--- config.mk ---
export PLATFORM = sky130hd
export DESIGN_NAME = ffsk_modem
export DESIGN_NICKNAME = d
export VERILOG_FILES = /design/src/pkg/ffsk_pkg.sv /design/src/hw/ffsk_tone.sv /design/src/hw/ffsk_modem.sv
export VERILOG_INCLUDE_DIRS = /design/src /design/src/pkg
export SDC_FILE = /design/constraint.sdc
export NUM_CORES = 1
export LEC_CHECK = 0
export BUFFER_PORTS_ARGS = -buffer_cell sky130_fd_sc_hd__buf_2
export CORE_UTILIZATION = 65
export CTS_CLUSTER_DIAMETER = 150
export DETAILED_ROUTE_END_ITERATION = 8
export PLACE_DENSITY = 0.84
export SLEW_MARGIN = 30
export SYNTH_ARGS = -nofsm -noshare
export SYNTH_HDL_FRONTEND = slang
export SYNTH_SLANG_ARGS = --single-unit
--- constraint.sdc ---
create_clock -name clk_sys -period 26.5 [get_ports clk_sys]
set_input_delay 2.65 -clock clk_sys [delete_from_list [all_inputs] [get_ports clk_sys]]
set_output_delay 2.65 -clock clk_sys [all_outputs]
set_load 0.02 [all_outputs]
--- src/pkg/ffsk_defines.svh ---
// Purpose: shared constants of the 1200 baud modem block
// Assumes: base tick is the 1.008 MHz rate, after any prescaling
// Notes: timing counts are in base ticks, except the lock count in half cycles
`ifndef FFSK_DEFINES_SVH
`define FFSK_DEFINES_SVH

// input clock choices and derived rates, in hertz, and sine steps per tone cycle
`define FFSK_XTAL_LO_HZ 1008000
`define FFSK_XTAL_HI_HZ 4032000
`define FFSK_BAUD_HZ 1200
`define FFSK_MARK_HZ 1200
`define FFSK_SPACE_HZ 1800
`define FFSK_STEPS 140

// division counts derived from the rates above
`define FFSK_PRESCALE (`FFSK_XTAL_HI_HZ / `FFSK_XTAL_LO_HZ)
`define FFSK_BIT_TICKS (`FFSK_XTAL_LO_HZ / `FFSK_BAUD_HZ)
`define FFSK_HALF_TICKS (`FFSK_BIT_TICKS / 2)
`define FFSK_MARK_DIV (`FFSK_XTAL_LO_HZ / (`FFSK_MARK_HZ * `FFSK_STEPS))
`define FFSK_SPACE_DIV (`FFSK_XTAL_LO_HZ / (`FFSK_SPACE_HZ * `FFSK_STEPS))
`define FFSK_HALF_STEPS (`FFSK_STEPS / 2)

// receiver half-cycle limits and nudge in base ticks, lock count in half cycles
`define FFSK_DEM_THRESH 350
`define FFSK_DEM_MIN 200
`define FFSK_DEM_MAX 520
`define FFSK_CD_COUNT 8
`define FFSK_NUDGE 8

// register byte offsets
`define FFSK_REG_STATUS 12'h000
`define FFSK_REG_INT_STAT 12'h004
`define FFSK_REG_INT_EN 12'h008
`define FFSK_REG_INT_CLR 12'h00c

// reset values
`define FFSK_RST_INT_EN 4'h0
`define FFSK_RST_INT_STAT 4'h0

// event bit positions
`define FFSK_EV_CD_RISE 0
`define FFSK_EV_CD_FALL 1
`define FFSK_EV_RX_BIT 2
`define FFSK_EV_TX_BIT 3

`endif

--- src/pkg/ffsk_pkg.sv ---
// Purpose: types of the 1200 baud modem block
// Assumes: constants come from ffsk_defines.svh
// Notes: one packed struct holds all state of each module
package ffsk_pkg;

    typedef enum logic {CD_IDLE, CD_LOCK} ffsk_cd_t;

    typedef struct packed {
        logic xs1;
        logic xs2;
        logic xs3;
        logic txd_s1;
        logic txd_s2;
        logic txen_s1;
        logic txen_s2;
        logic rxen_s1;
        logic rxen_s2;
        logic rate_s1;
        logic rate_s2;
        logic rxs_s1;
        logic rxs_s2;
        logic rxs_s3;
        logic [1:0] pre;
        logic [9:0] tx_cnt;
        logic tx_sync;
        logic tx_bit;
        logic [9:0] rx_cnt;
        logic rx_sync;
        logic rx_data;
        logic [9:0] hp;
        logic dec;
        ffsk_cd_t cd;
        logic [3:0] cd_cnt;
        logic carrier;
        logic [3:0] stat;
        logic [3:0] en;
        logic irq;
        logic [31:0] prdata;
        logic pready;
        logic pslverr;
    } ffsk_st_t;

    typedef struct packed {
        logic [7:0] phase;
        logic [2:0] div;
        logic mark;
        logic [7:0] sample;
        logic oe;
    } ffsk_tone_st_t;

endpackage

--- src/hw/ffsk_tone.sv ---
// Purpose: 140-step pseudo sine tone synthesiser, mark or space
// Assumes: tick_i is the 1.008 MHz base tick, one clk_sys cycle wide
// Notes: tone changes only at a zero crossing of the phase
`timescale 1ns/100ps
`include "ffsk_defines.svh"
module ffsk_tone
    import ffsk_pkg::*;
(
    // clock and reset
    input wire logic clk_sys,
    input wire logic arst_n,
    // control
    input wire logic en_i,
    input wire logic tick_i,
    input wire logic mark_i,
    // tone pin
    output logic [7:0] tone_o,
    output logic tone_oe
);

    ffsk_tone_st_t s_r;
    ffsk_tone_st_t s_nxt;
    logic [2:0] lim;

    // parabola per half cycle, offset binary about mid scale
    function automatic logic [7:0] ffsk_sine(input logic [7:0] p);
        logic [6:0] h;
        logic [16:0] prod;
        logic [6:0] y;
        h = (p < 8'(`FFSK_HALF_STEPS)) ? p[6:0]
            : 7'(p - 8'(`FFSK_HALF_STEPS));
        prod = 17'(h) * 17'(7'(`FFSK_HALF_STEPS) - h) * 17'h68;
        y = prod[16:10];
        ffsk_sine = (p < 8'(`FFSK_HALF_STEPS)) ? 8'h80 + 8'(y)
            : 8'h80 - 8'(y);
    endfunction

    assign lim = s_r.mark ? 3'(`FFSK_MARK_DIV) : 3'(`FFSK_SPACE_DIV);

    always_comb begin
        s_nxt = s_r;
        if (!en_i) begin
            s_nxt.phase = 8'h00;
            s_nxt.div = 3'h0;
            s_nxt.mark = 1'b1;
            s_nxt.oe = 1'b0;
            s_nxt.sample = 8'h80;
        end else begin
            s_nxt.oe = 1'b1;
            if (tick_i) begin
                if (s_r.div == 3'h1 && (s_r.phase == 8'h00 ||
                        s_r.phase == 8'(`FFSK_HALF_STEPS))) begin
                    s_nxt.mark = mark_i;
                end
                if (s_r.div == lim - 3'h1) begin
                    s_nxt.div = 3'h0;
                    s_nxt.phase = (s_r.phase == 8'(`FFSK_STEPS - 1))
                        ? 8'h00 : s_r.phase + 8'h01;
                end else begin
                    s_nxt.div = s_r.div + 3'h1;
                end
            end
            s_nxt.sample = ffsk_sine(s_nxt.phase);
        end
    end

    always_ff @(posedge clk_sys or negedge arst_n) begin
        if (!arst_n) begin
            s_r <= '{phase: 8'h00, div: 3'h0, mark: 1'b1,
                     sample: 8'h80, oe: 1'b0};
        end else begin
            s_r <= s_nxt;
        end
    end

    assign tone_o = s_r.sample;
    assign tone_oe = s_r.oe;
endmodule

--- src/hw/ffsk_modem.sv ---
// Purpose: 1200 baud FFSK modem logic with APB status and interrupt
// Assumes: all pins but the apb slave and reset come from outside clk_sys and are synchronised
// Notes: the input clock pin is sampled; its rising edges pace all
//   timing, so clk_sys must run well above four times its rate
//
// Summary of operation
// - logic one sends 1200 Hz, zero 1800 Hz, switching at zero crossings
// - transmit and receive paths run independently, full duplex
// - transmit sync is a 1200 Hz square wave pacing bits and tone
// - enabled transmitter emits a 140-step stepped sine tone
// - disabled transmitter releases the tone pin to high impedance
// - transmit enable is active low
// - transmitter off holds transmit sync high and tone released
// - receiver enable active high; off forces data and carrier low
// - received bits are latched out on the recovered bit clock
// - carrier output is high while a valid tone is received
// - receive sync free-runs at 1200 Hz and pulls to data edges
// - all rates are divided down from the single input clock
// - 1.008 or 4.032 MHz input gives the same derived rates
// - rate select high picks 4.032 MHz, low picks 1.008 MHz
`timescale 1ns/100ps
`include "ffsk_defines.svh"
module ffsk_modem
    import ffsk_pkg::*;
(
    // clock and reset
    input wire logic clk_sys,
    input wire logic arst_n,
    // apb slave
    input wire logic psel,
    input wire logic penable,
    input wire logic pwrite,
    input wire logic [11:0] paddr,
    input wire logic [31:0] pwdata,
    output logic [31:0] prdata,
    output logic pready,
    output logic pslverr,
    // input clock and rate select
    input wire logic xtal_clk,
    input wire logic clk_rate,
    // transmitter pins
    input wire logic tx_en_n,
    input wire logic tx_data,
    output logic tx_sync,
    output logic [7:0] tone_o,
    output logic tone_oe,
    // receiver pins
    input wire logic rx_en,
    input wire logic rx_sig,
    output logic rx_sync,
    output logic rx_data,
    output logic carrier,
    // interrupt
    output logic irq
);

    ffsk_st_t s_r;
    ffsk_st_t s_nxt;
    logic tick;
    logic tx_on;
    logic rx_on;
    logic rx_edge;
    logic dem_bit;
    logic dem_ok;
    logic rx_turn;
    logic rx_lost;
    logic [3:0] ev;
    logic setup;
    logic access;

    // wrap a bit-period counter
    function automatic logic [9:0] ffsk_inc(input logic [9:0] c);
        ffsk_inc = (c == 10'(`FFSK_BIT_TICKS - 1)) ? 10'h000 : c + 10'h001;
    endfunction

    // register address decode
    function automatic logic ffsk_mapped(input logic [11:0] a);
        ffsk_mapped = (a == `FFSK_REG_STATUS) ||
            (a == `FFSK_REG_INT_STAT) || (a == `FFSK_REG_INT_EN) ||
            (a == `FFSK_REG_INT_CLR);
    endfunction

    assign tick = s_r.xs2 && !s_r.xs3 &&
        (!s_r.rate_s2 || s_r.pre == 2'(`FFSK_PRESCALE - 1));
    assign tx_on = !s_r.txen_s2;
    assign rx_on = s_r.rxen_s2;

    // half-cycle demodulator on input zero crossings
    assign rx_edge = s_r.rxs_s2 ^ s_r.rxs_s3;
    assign dem_bit = s_r.hp > 10'(`FFSK_DEM_THRESH);
    assign dem_ok = s_r.hp >= 10'(`FFSK_DEM_MIN) &&
        s_r.hp <= 10'(`FFSK_DEM_MAX);
    assign rx_turn = rx_on && rx_edge && dem_ok && (dem_bit != s_r.dec);
    assign rx_lost = rx_on && ((rx_edge && !dem_ok) ||
        (tick && s_r.hp == 10'(`FFSK_DEM_MAX + 1)));

    assign setup = psel && !penable;
    assign access = psel && penable && s_r.pready;

    ffsk_tone u_tone (
        .clk_sys(clk_sys),
        .arst_n(arst_n),
        .en_i(tx_on),
        .tick_i(tick),
        .mark_i(s_r.tx_bit),
        .tone_o(tone_o),
        .tone_oe(tone_oe)
    );

    always_comb begin
        logic [9:0] c;
        c = 10'h000;
        s_nxt = s_r;
        ev = 4'h0;

        // two flops on every pin but the apb slave before use
        s_nxt.xs1 = xtal_clk;
        s_nxt.xs2 = s_r.xs1;
        s_nxt.xs3 = s_r.xs2;
        s_nxt.txd_s1 = tx_data;
        s_nxt.txd_s2 = s_r.txd_s1;
        s_nxt.txen_s1 = tx_en_n;
        s_nxt.txen_s2 = s_r.txen_s1;
        s_nxt.rxen_s1 = rx_en;
        s_nxt.rxen_s2 = s_r.rxen_s1;
        s_nxt.rate_s1 = clk_rate;
        s_nxt.rate_s2 = s_r.rate_s1;
        s_nxt.rxs_s1 = rx_sig;
        s_nxt.rxs_s2 = s_r.rxs_s1;
        s_nxt.rxs_s3 = s_r.rxs_s2;

        if (s_r.xs2 && !s_r.xs3) begin
            s_nxt.pre = s_r.pre + 2'h1;
        end

        if (!tx_on) begin
            s_nxt.tx_cnt = 10'h000;
        end else if (tick) begin
            s_nxt.tx_cnt = ffsk_inc(s_r.tx_cnt);
            if (s_r.tx_cnt == 10'h000) begin
                s_nxt.tx_bit = s_r.txd_s2;
                ev[`FFSK_EV_TX_BIT] = 1'b1;
            end
        end
        s_nxt.tx_sync = !tx_on || s_nxt.tx_cnt < 10'(`FFSK_HALF_TICKS);

        if (!rx_on) begin
            s_nxt.rx_cnt = 10'h000;
            s_nxt.rx_data = 1'b0;
            s_nxt.hp = 10'h000;
            s_nxt.dec = 1'b0;
            s_nxt.cd = CD_IDLE;
            s_nxt.cd_cnt = 4'h0;
            s_nxt.carrier = 1'b0;
        end else begin
            if (rx_edge) begin
                s_nxt.hp = 10'h000;
                if (dem_ok) begin
                    s_nxt.dec = dem_bit;
                end
            end else if (tick && s_r.hp != 10'h3ff) begin
                s_nxt.hp = s_r.hp + 10'h001;
            end

            c = tick ? ffsk_inc(s_r.rx_cnt) : s_r.rx_cnt;
            if (rx_turn && c != 10'h000) begin
                if (c < 10'(`FFSK_HALF_TICKS)) begin
                    c = (c < 10'(`FFSK_NUDGE)) ? 10'h000
                        : c - 10'(`FFSK_NUDGE);
                end else if (c + 10'(`FFSK_NUDGE) >=
                        10'(`FFSK_BIT_TICKS)) begin
                    c = c + 10'(`FFSK_NUDGE) - 10'(`FFSK_BIT_TICKS);
                end else begin
                    c = c + 10'(`FFSK_NUDGE);
                end
            end
            s_nxt.rx_cnt = c;

            if (tick && s_r.rx_cnt == 10'(`FFSK_HALF_TICKS)) begin
                s_nxt.rx_data = s_r.dec;
                ev[`FFSK_EV_RX_BIT] = 1'b1;
            end

            unique case (s_r.cd)
                CD_IDLE: begin
                    if (rx_lost) begin
                        s_nxt.cd_cnt = 4'h0;
                    end else if (rx_edge) begin
                        if (s_r.cd_cnt == 4'(`FFSK_CD_COUNT - 1)) begin
                            s_nxt.cd = CD_LOCK;
                            s_nxt.carrier = 1'b1;
                            ev[`FFSK_EV_CD_RISE] = 1'b1;
                        end else begin
                            s_nxt.cd_cnt = s_r.cd_cnt + 4'h1;
                        end
                    end
                end
                CD_LOCK: begin
                    if (rx_lost) begin
                        s_nxt.cd = CD_IDLE;
                        s_nxt.cd_cnt = 4'h0;
                        s_nxt.carrier = 1'b0;
                        ev[`FFSK_EV_CD_FALL] = 1'b1;
                    end
                end
            endcase
        end
        // receive sync rests low in powersave
        s_nxt.rx_sync = rx_on && s_nxt.rx_cnt < 10'(`FFSK_HALF_TICKS);
        if (!rx_on && s_r.carrier) begin
            ev[`FFSK_EV_CD_FALL] = 1'b1;
        end

        // apb: setup captures read data, access commits writes
        s_nxt.pready = setup;
        if (setup) begin
            s_nxt.pslverr = !ffsk_mapped(paddr);
            s_nxt.prdata = 32'h0000_0000;
            case (paddr)
                `FFSK_REG_STATUS: s_nxt.prdata = {27'h0, s_r.rate_s2,
                    rx_on, tx_on, s_r.rx_data, s_r.carrier};
                `FFSK_REG_INT_STAT: s_nxt.prdata = {28'h0, s_r.stat};
                `FFSK_REG_INT_EN: s_nxt.prdata = {28'h0, s_r.en};
                default: s_nxt.prdata = 32'h0000_0000;
            endcase
        end else if (access) begin
            s_nxt.pslverr = 1'b0;
        end
        if (access && pwrite && paddr == `FFSK_REG_INT_EN) begin
            s_nxt.en = pwdata[3:0];
        end
        // a new event wins over a clear in the same cycle
        s_nxt.stat = s_r.stat | ev;
        if (access && pwrite && paddr == `FFSK_REG_INT_CLR) begin
            s_nxt.stat = (s_r.stat & ~pwdata[3:0]) | ev;
        end
        s_nxt.irq = |(s_nxt.stat & s_nxt.en);
    end

    always_ff @(posedge clk_sys or negedge arst_n) begin
        if (!arst_n) begin
            s_r <= '0;
            s_r.txen_s1 <= 1'b1;
            s_r.txen_s2 <= 1'b1;
            s_r.tx_sync <= 1'b1;
            s_r.tx_bit <= 1'b1;
            s_r.cd <= CD_IDLE;
            s_r.stat <= `FFSK_RST_INT_STAT;
            s_r.en <= `FFSK_RST_INT_EN;
        end else begin
            s_r <= s_nxt;
        end
    end

    assign prdata = s_r.prdata;
    assign pready = s_r.pready;
    assign pslverr = s_r.pslverr;
    assign tx_sync = s_r.tx_sync;
    assign rx_sync = s_r.rx_sync;
    assign rx_data = s_r.rx_data;
    assign carrier = s_r.carrier;
    assign irq = s_r.irq;
endmodule

# [After elaboration in Yosys (flattened, before gate mapping)]
# Index checks and enable logic that the tools add are counted.
[totals] register_bits=121 output_inout_bits=48 input_bits=55 elab_cells=195
[op_classes] n_addsub=15 n_mul=2 n_reduce_logical=48 muxes=51 n_bitwise=8 magnitude_cmp=9 n_eq_ne=25
[op_table] cell="10-bit 2-to-1 mux" count=12
[op_table] cell="10-bit by 1-bit adder with 10-bit output, second input constant" count=3
[op_table] cell="10-bit equality test, second input constant" count=3
[op_table] cell="10-bit by 9-bit less-than comparator with 1-bit output, second input constant" count=3
[op_table] cell="12-bit by 4-bit equality test with 1-bit output, second input constant" count=2
[op_table] cell="12-bit 2-to-1 mux" count=2
[op_table] cell="8-bit 2-to-1 mux" count=3
[op_table] cell="1-bit logical AND" count=21
[op_table] cell="21-bit 2-to-1 mux" count=1
[op_table] cell="1-bit 2-to-1 mux" count=20
[op_table] cell="18-bit 2-to-1 mux" count=1
[op_table] cell="17-bit by 4-bit multiplier with 14-bit output, second input constant" count=1
[op_table] cell="7-bit by 17-bit multiplier with 17-bit output" count=1
[op_table] cell="4-bit 2-to-1 mux" count=4
[op_table] cell="5-bit one-hot mux with 3 select lines" count=1
[op_table] cell="12-bit by 3-bit equality test with 1-bit output, second input constant" count=1
[op_table] cell="12-bit logical NOT" count=1
[op_table] cell="6-bit 2-to-1 mux" count=2
[op_table] cell="6-bit one-hot mux with 2 select lines" count=1
[op_table] cell="10-bit by 4-bit adder with 10-bit output, second input constant" count=1
[op_table] cell="10-bit by 9-bit equality test with 1-bit output, second input constant" count=1
[op_table] cell="10-bit greater-or-equal comparator, second input constant" count=1
[op_table] cell="10-bit by 8-bit greater-or-equal comparator with 1-bit output, second input constant" count=1
[op_table] cell="10-bit by 9-bit > comparator with 1-bit output, second input constant" count=1
[op_table] cell="other kinds (45)" count=70

# [Longest topological paths before layout]
[logic_depth] ltp_word=14 depth_mapped=43 mapped_depth_nobuf=42

# [By module]
# A second synthesis with hierarchy kept.
[unflattened] cells_unflattened=1013 area_unflattened_um2=9087.5
[modules_own_cells] module="ffsk_modem" n_inst=1 area_each_um2=4723.3 cells_each=506 seq_area_each_um2=1831.8
[modules_own_cells] module="ffsk_tone" n_inst=1 area_each_um2=4364.2 cells_each=507 seq_area_each_um2=528.0

# [Least setup slack after synthesis]
# OpenSTA, ideal clock, no wires.
[synth_path] path_kind="register -> register" start="register u_tone.s_r[9] in the netlist's numbering" end="register u_tone.s_r (netlist bit u_tone.tone_o[6])" synth_period_minus_slack_ps=9647 t_required_ps=26375 setup_slack_ps=16853 n_path_buf=1 setup_ps=125 arrival_ps=9522 path_stages_with_launch=37 path_cell_list="dfstp_2 -> and4bb_2 -> o211a_1 -> buf_2 -> mux2i_1 -> nor2_1 -> nand3_1 -> a21oi_1 -> xnor2_1 -> inv_1 -> ha_1 -> ha_1 -> or2_2 -> fa_1 -> fa_1 -> inv_1 -> fa_1 -> inv_1 -> fa_1 -> inv_1 -> ha_1 -> and4_1 -> or3_1 -> xor2_1 -> inv_1 -> fa_1 -> inv_1 -> ha_1 -> o21a_1 -> o31a_1 -> o41ai_1 -> o21ai_0 -> xnor2_1 -> xor2_1 -> nand2b_1 -> o21ai_1 -> mux2_2"
[synth_rtl] element="start: declaration" line_no="ffsk_tone.sv:21" source="ffsk_tone_st_t s_r;"
[synth_rtl] element="start signal: assignment" line_no="ffsk_tone.sv:69" source="s_r <= '{phase: 8'h00, div: 3'h0, mark: 1'b1,"
[synth_rtl] element="start signal: assignment" line_no="ffsk_tone.sv:72" source="s_r <= s_nxt;"

==> results.sh <==
export IMPL_wl_per_cell_um=15.1
export IMPL_synth_cell_types=91
export IMPL_slowest_delay_ns=0.70
export IMPL_cts_clk_slew_worst_paths_ns=0.06
export IMPL_io_buffers=47
export IMPL_postCtsSetupRepairBufs=0
export IMPL_synth_compound_area_share_pct=13.6
export IMPL_n_antenna_cell=0
export IMPL_grt_setup_unrepaired="no"
export IMPL_ys_async_sr_fraction_pct=100
export IMPL_crit_top_cell="inv_1"
export IMPL_avgSynthCellArea_um2=8.78
export IMPL_synthCells=1014
export IMPL_cts_tree="done"
export IMPL_synth_top_family_by_area="simple AND/OR/NAND/NOR gates"
export IMPL_dr_first_iter_drc_count=615
export IMPL_grt_pass1_vias=7021
export IMPL_outcome="completed"
export IMPL_fp_row_count=42
export IMPL_synthFlopType="dfrtp_1"
export IMPL_htreeDepth=3
export IMPL_finalCriticalPeriod_ns=11.12
export IMPL_post_cts_resized=0
export IMPL_start_util_pct=66.9
export IMPL_setup_tns_final_ns=0
export IMPL_total_power_w=0.000316
export IMPL_detailed_place_hpwl_um=14100
export IMPL_clk_latency_ns=0.35
export IMPL_maxSlewViolCount=0
export IMPL_synth_edf_count=0
export IMPL_crit_path_start_kind="register"
export IMPL_clock_fmax_mhz=90.0
export IMPL_grt_first_pass_wirelength_um=32200
export IMPL_cts_buffers=9
export IMPL_cp_slowest_cell="a21oi_1"
export IMPL_area_growth_syn_to_layout_pct=5.52
export IMPL_fp_dieW_um=119
export IMPL_yosys_area_share_simple_pct=20.9
export IMPL_crit_fanout=10
export IMPL_root_buffer="clkbuf_16"
export IMPL_max_cap_violations=0
export IMPL_yosysWarnings=0
export IMPL_drc=0
export IMPL_firstDrtPassIters=5
export IMPL_grt_overflow=0
export IMPL_synth_seq_cells=94
export IMPL_cts_sinks=94
export IMPL_viasPerCell=5.83
export IMPL_hold_ws_ns=0.352
export IMPL_io_pin_count=103
export IMPL_synth_adder_area_share_pct=20.1
export IMPL_ant_nets=0
export IMPL_postRouteWirelength_um=18400
export IMPL_drive_above_1_share_pct=11.0
export IMPL_synth_seq_area_share_pct=26.5
export IMPL_finalSetupViolations=0
export IMPL_synth_xor_area_share_pct=6.49
export IMPL_final_hold_viol_count=0
export IMPL_tightest_slew_ns=0.973
export IMPL_worstPathArrival_ns=11.35
export IMPL_crit_type="reg -> reg"
export IMPL_worst_hold_path_type="reg -> reg"
export IMPL_die_h_um=119
export IMPL_skew_ns=0.00442
export IMPL_grt_max_degree=56
export IMPL_synthMuxAreaShare_pct=2.63
export IMPL_crit_required_ns=26.74
export IMPL_max_slew_margin_pct=35.1
export IMPL_cp_end_kind="register"
export IMPL_gr_usage_all_layers_pct=28.0
export IMPL_coreArea_um2=13300
export IMPL_gp_congestion=0.938
export IMPL_finalCritPeriodShare_pct=41.9
export IMPL_antenna_found_initial=0
export IMPL_p_per_area_nw_per_um2=33.6
export IMPL_vias=7120
export IMPL_die_area_um2=14200
export IMPL_fin_nets=1209
export IMPL_cts_buffer_depth=2
export IMPL_cellLeakagePower_nw=4.59
export IMPL_synth_area_um2=8900
export IMPL_peakVddDrop_uv=50.7
export IMPL_hold_buffers=0
==> registers in the layout, indices dropped and copies added, names as in the netlist <==
register,flops
u_tone.tone_oe,1
rx_sync,1
u_tone.s_r,12
tx_sync,1
pready,1
rx_on,1
s_r,52
prdata,5
s_nxt,8
pslverr,1
irq,1
carrier,1
u_tone.tone_o,8
rx_data,1
==> metal layers <==
| layer | routed length [um] | part of all wire [%] | global-route usage [%] |
|---|---|---|---|
| met2 | 8970 | 49 | 46.9 |
| met4 | 398 | 2.2 | 9.10 |
| met1 | 8090 | 44 | 36.4 |
| met3 | 944 | 5.1 | 5.51 |
| met5 | 0 | 0 | 0 |
==> path summary, 6_finish.rpt <==
check / slack, ns / to / cells after the start / start
setup reg to reg: 15.38 / u_tone.tone_o[6] / 36 / u_tone.s_r[14]
setup / recovery: 15.38 / u_tone.tone_o[6] / 36 / u_tone.s_r[14]
hold / removal: 0.35 / s_nxt[97] / 0 / s_nxt[98]
hold reg to reg: 0.35 / s_nxt[97] / 0 / s_nxt[98]
min in group asynchronous: 2.26 / pslverr / 1 / arst_n
max in group asynchronous: 23.17 / u_tone.s_r[11] / 2 / arst_n
==> critical path: cells and delay by family (launching register included) <==
kind | cells | cell delay [ns]
buffers and inverters | 6 | 0.49
and+or+nand+nor | 8 | 2.09
xor gates and xnor gates | 4 | 1.10
adders and majority gates | 10 | 4.36
muxes | 1 | 0.37
DFF | 1 | 0.45
AOI/OAI and AO/OA | 7 | 2.10
==> report_power, final <==
group	internal (W)	total, W	leakage, nW	switching (W)
clock	0.0000825	0.000137	0.152	0.0000545
combinational	0.00000810	0.0000258	3.20	0.0000177
sequential	0.000149	0.000153	1.24	0.00000443
==> synthesized netlist by cell type (10+ instances only) <==
| cell type | number | area share, % |
|---|---|---|
| o21ai_0 | 29 | 1.6 |
| nand2b_1 | 16 | 1.1 |
| nand4_1 | 13 | 0.91 |
| xnor2_1 | 43 | 4.2 |
| inv_1 | 123 | 5.2 |
| or2_2 | 10 | 0.70 |
| nand2_1 | 75 | 3.2 |
| clkbuf_1 | 15 | 0.63 |
| buf_4 | 41 | 3.5 |
| nor2_1 | 109 | 4.6 |
| a21oi_1 | 38 | 2.1 |
| dfrtp_1 | 88 | 25 |
| mux2i_1 | 13 | 1.5 |
| or3_1 | 11 | 0.77 |
| nor3_1 | 23 | 1.3 |
| nor4_1 | 10 | 0.70 |
| fa_1 | 48 | 11 |
| xor2_1 | 23 | 2.3 |
| a31oi_1 | 10 | 0.70 |
| ha_1 | 66 | 9.3 |
| nand3_1 | 29 | 1.6 |
==> cells in the final DEF (no fill, tap or decap), types with 7 or more instances in the layout <==
cell type	instances
inv_1	123
nor2_1	109
dfrtp_1	88
nand2_1	75
ha_1	66
fa_1	48
buf_2	46
xnor2_1	43
a21oi_1	38
nand3_1	29
o21ai_0	29
conb_1	27
nor3_1	23
xor2_1	23
nand2b_1	16
nand4_1	13
mux2i_1	13
or3_1	11
nor4_1	10
a31oi_1	10
or2_2	10
and3_1	9
a21o_1	9
clkbuf_16	9
nor2b_1	8
mux2_2	8
o31ai_1	8
and2_1	7
o21a_1	7
nand3b_1	7
==> cell type report <==
type / count / area [um2]
Tap cell: 176 / 220
Sequential cell: 94 / 2360
Clock buffer: 10 / 229
Fill cell: 1031 / 3900
Timing Repair Buffer: 50 / 260
Multi-Input combinational cell: 760 / 5770
Inverter: 125 / 469
Clock inverter: 6 / 86.3
==> through the flow <==
| step | std cells | util [%] | setup slack (ns) | cell area, um2 |
|---|---|---|---|---|
| final | 1221 | 70.6 | 15.38 | 9390 |
| after global routing | 1221 | 70.6 | 14.56 | 9390 |
| after CTS | 1221 | 70.6 | 15.38 | 9390 |
| after detailed placement | 1205 | 68.3 | 15.45 | 9080 |
| after global placement | 1205 | 68.3 | 15.60 | 9080 |
| after floorplan | 1040 | - | 16.85 | 9000 |
==> cell families (layout without fill, tap and decap cells) <==
group           count (synthesis)  count (layout)
compound gates                171             171
xor+xnor                       66              66
fa+ha+maj                     114             114
buf+inv                       186             191
flops                          94              94
mux                            22              22
other cells                     1              27
simple gates                  360             360
(Power assumes the default switching activity.)
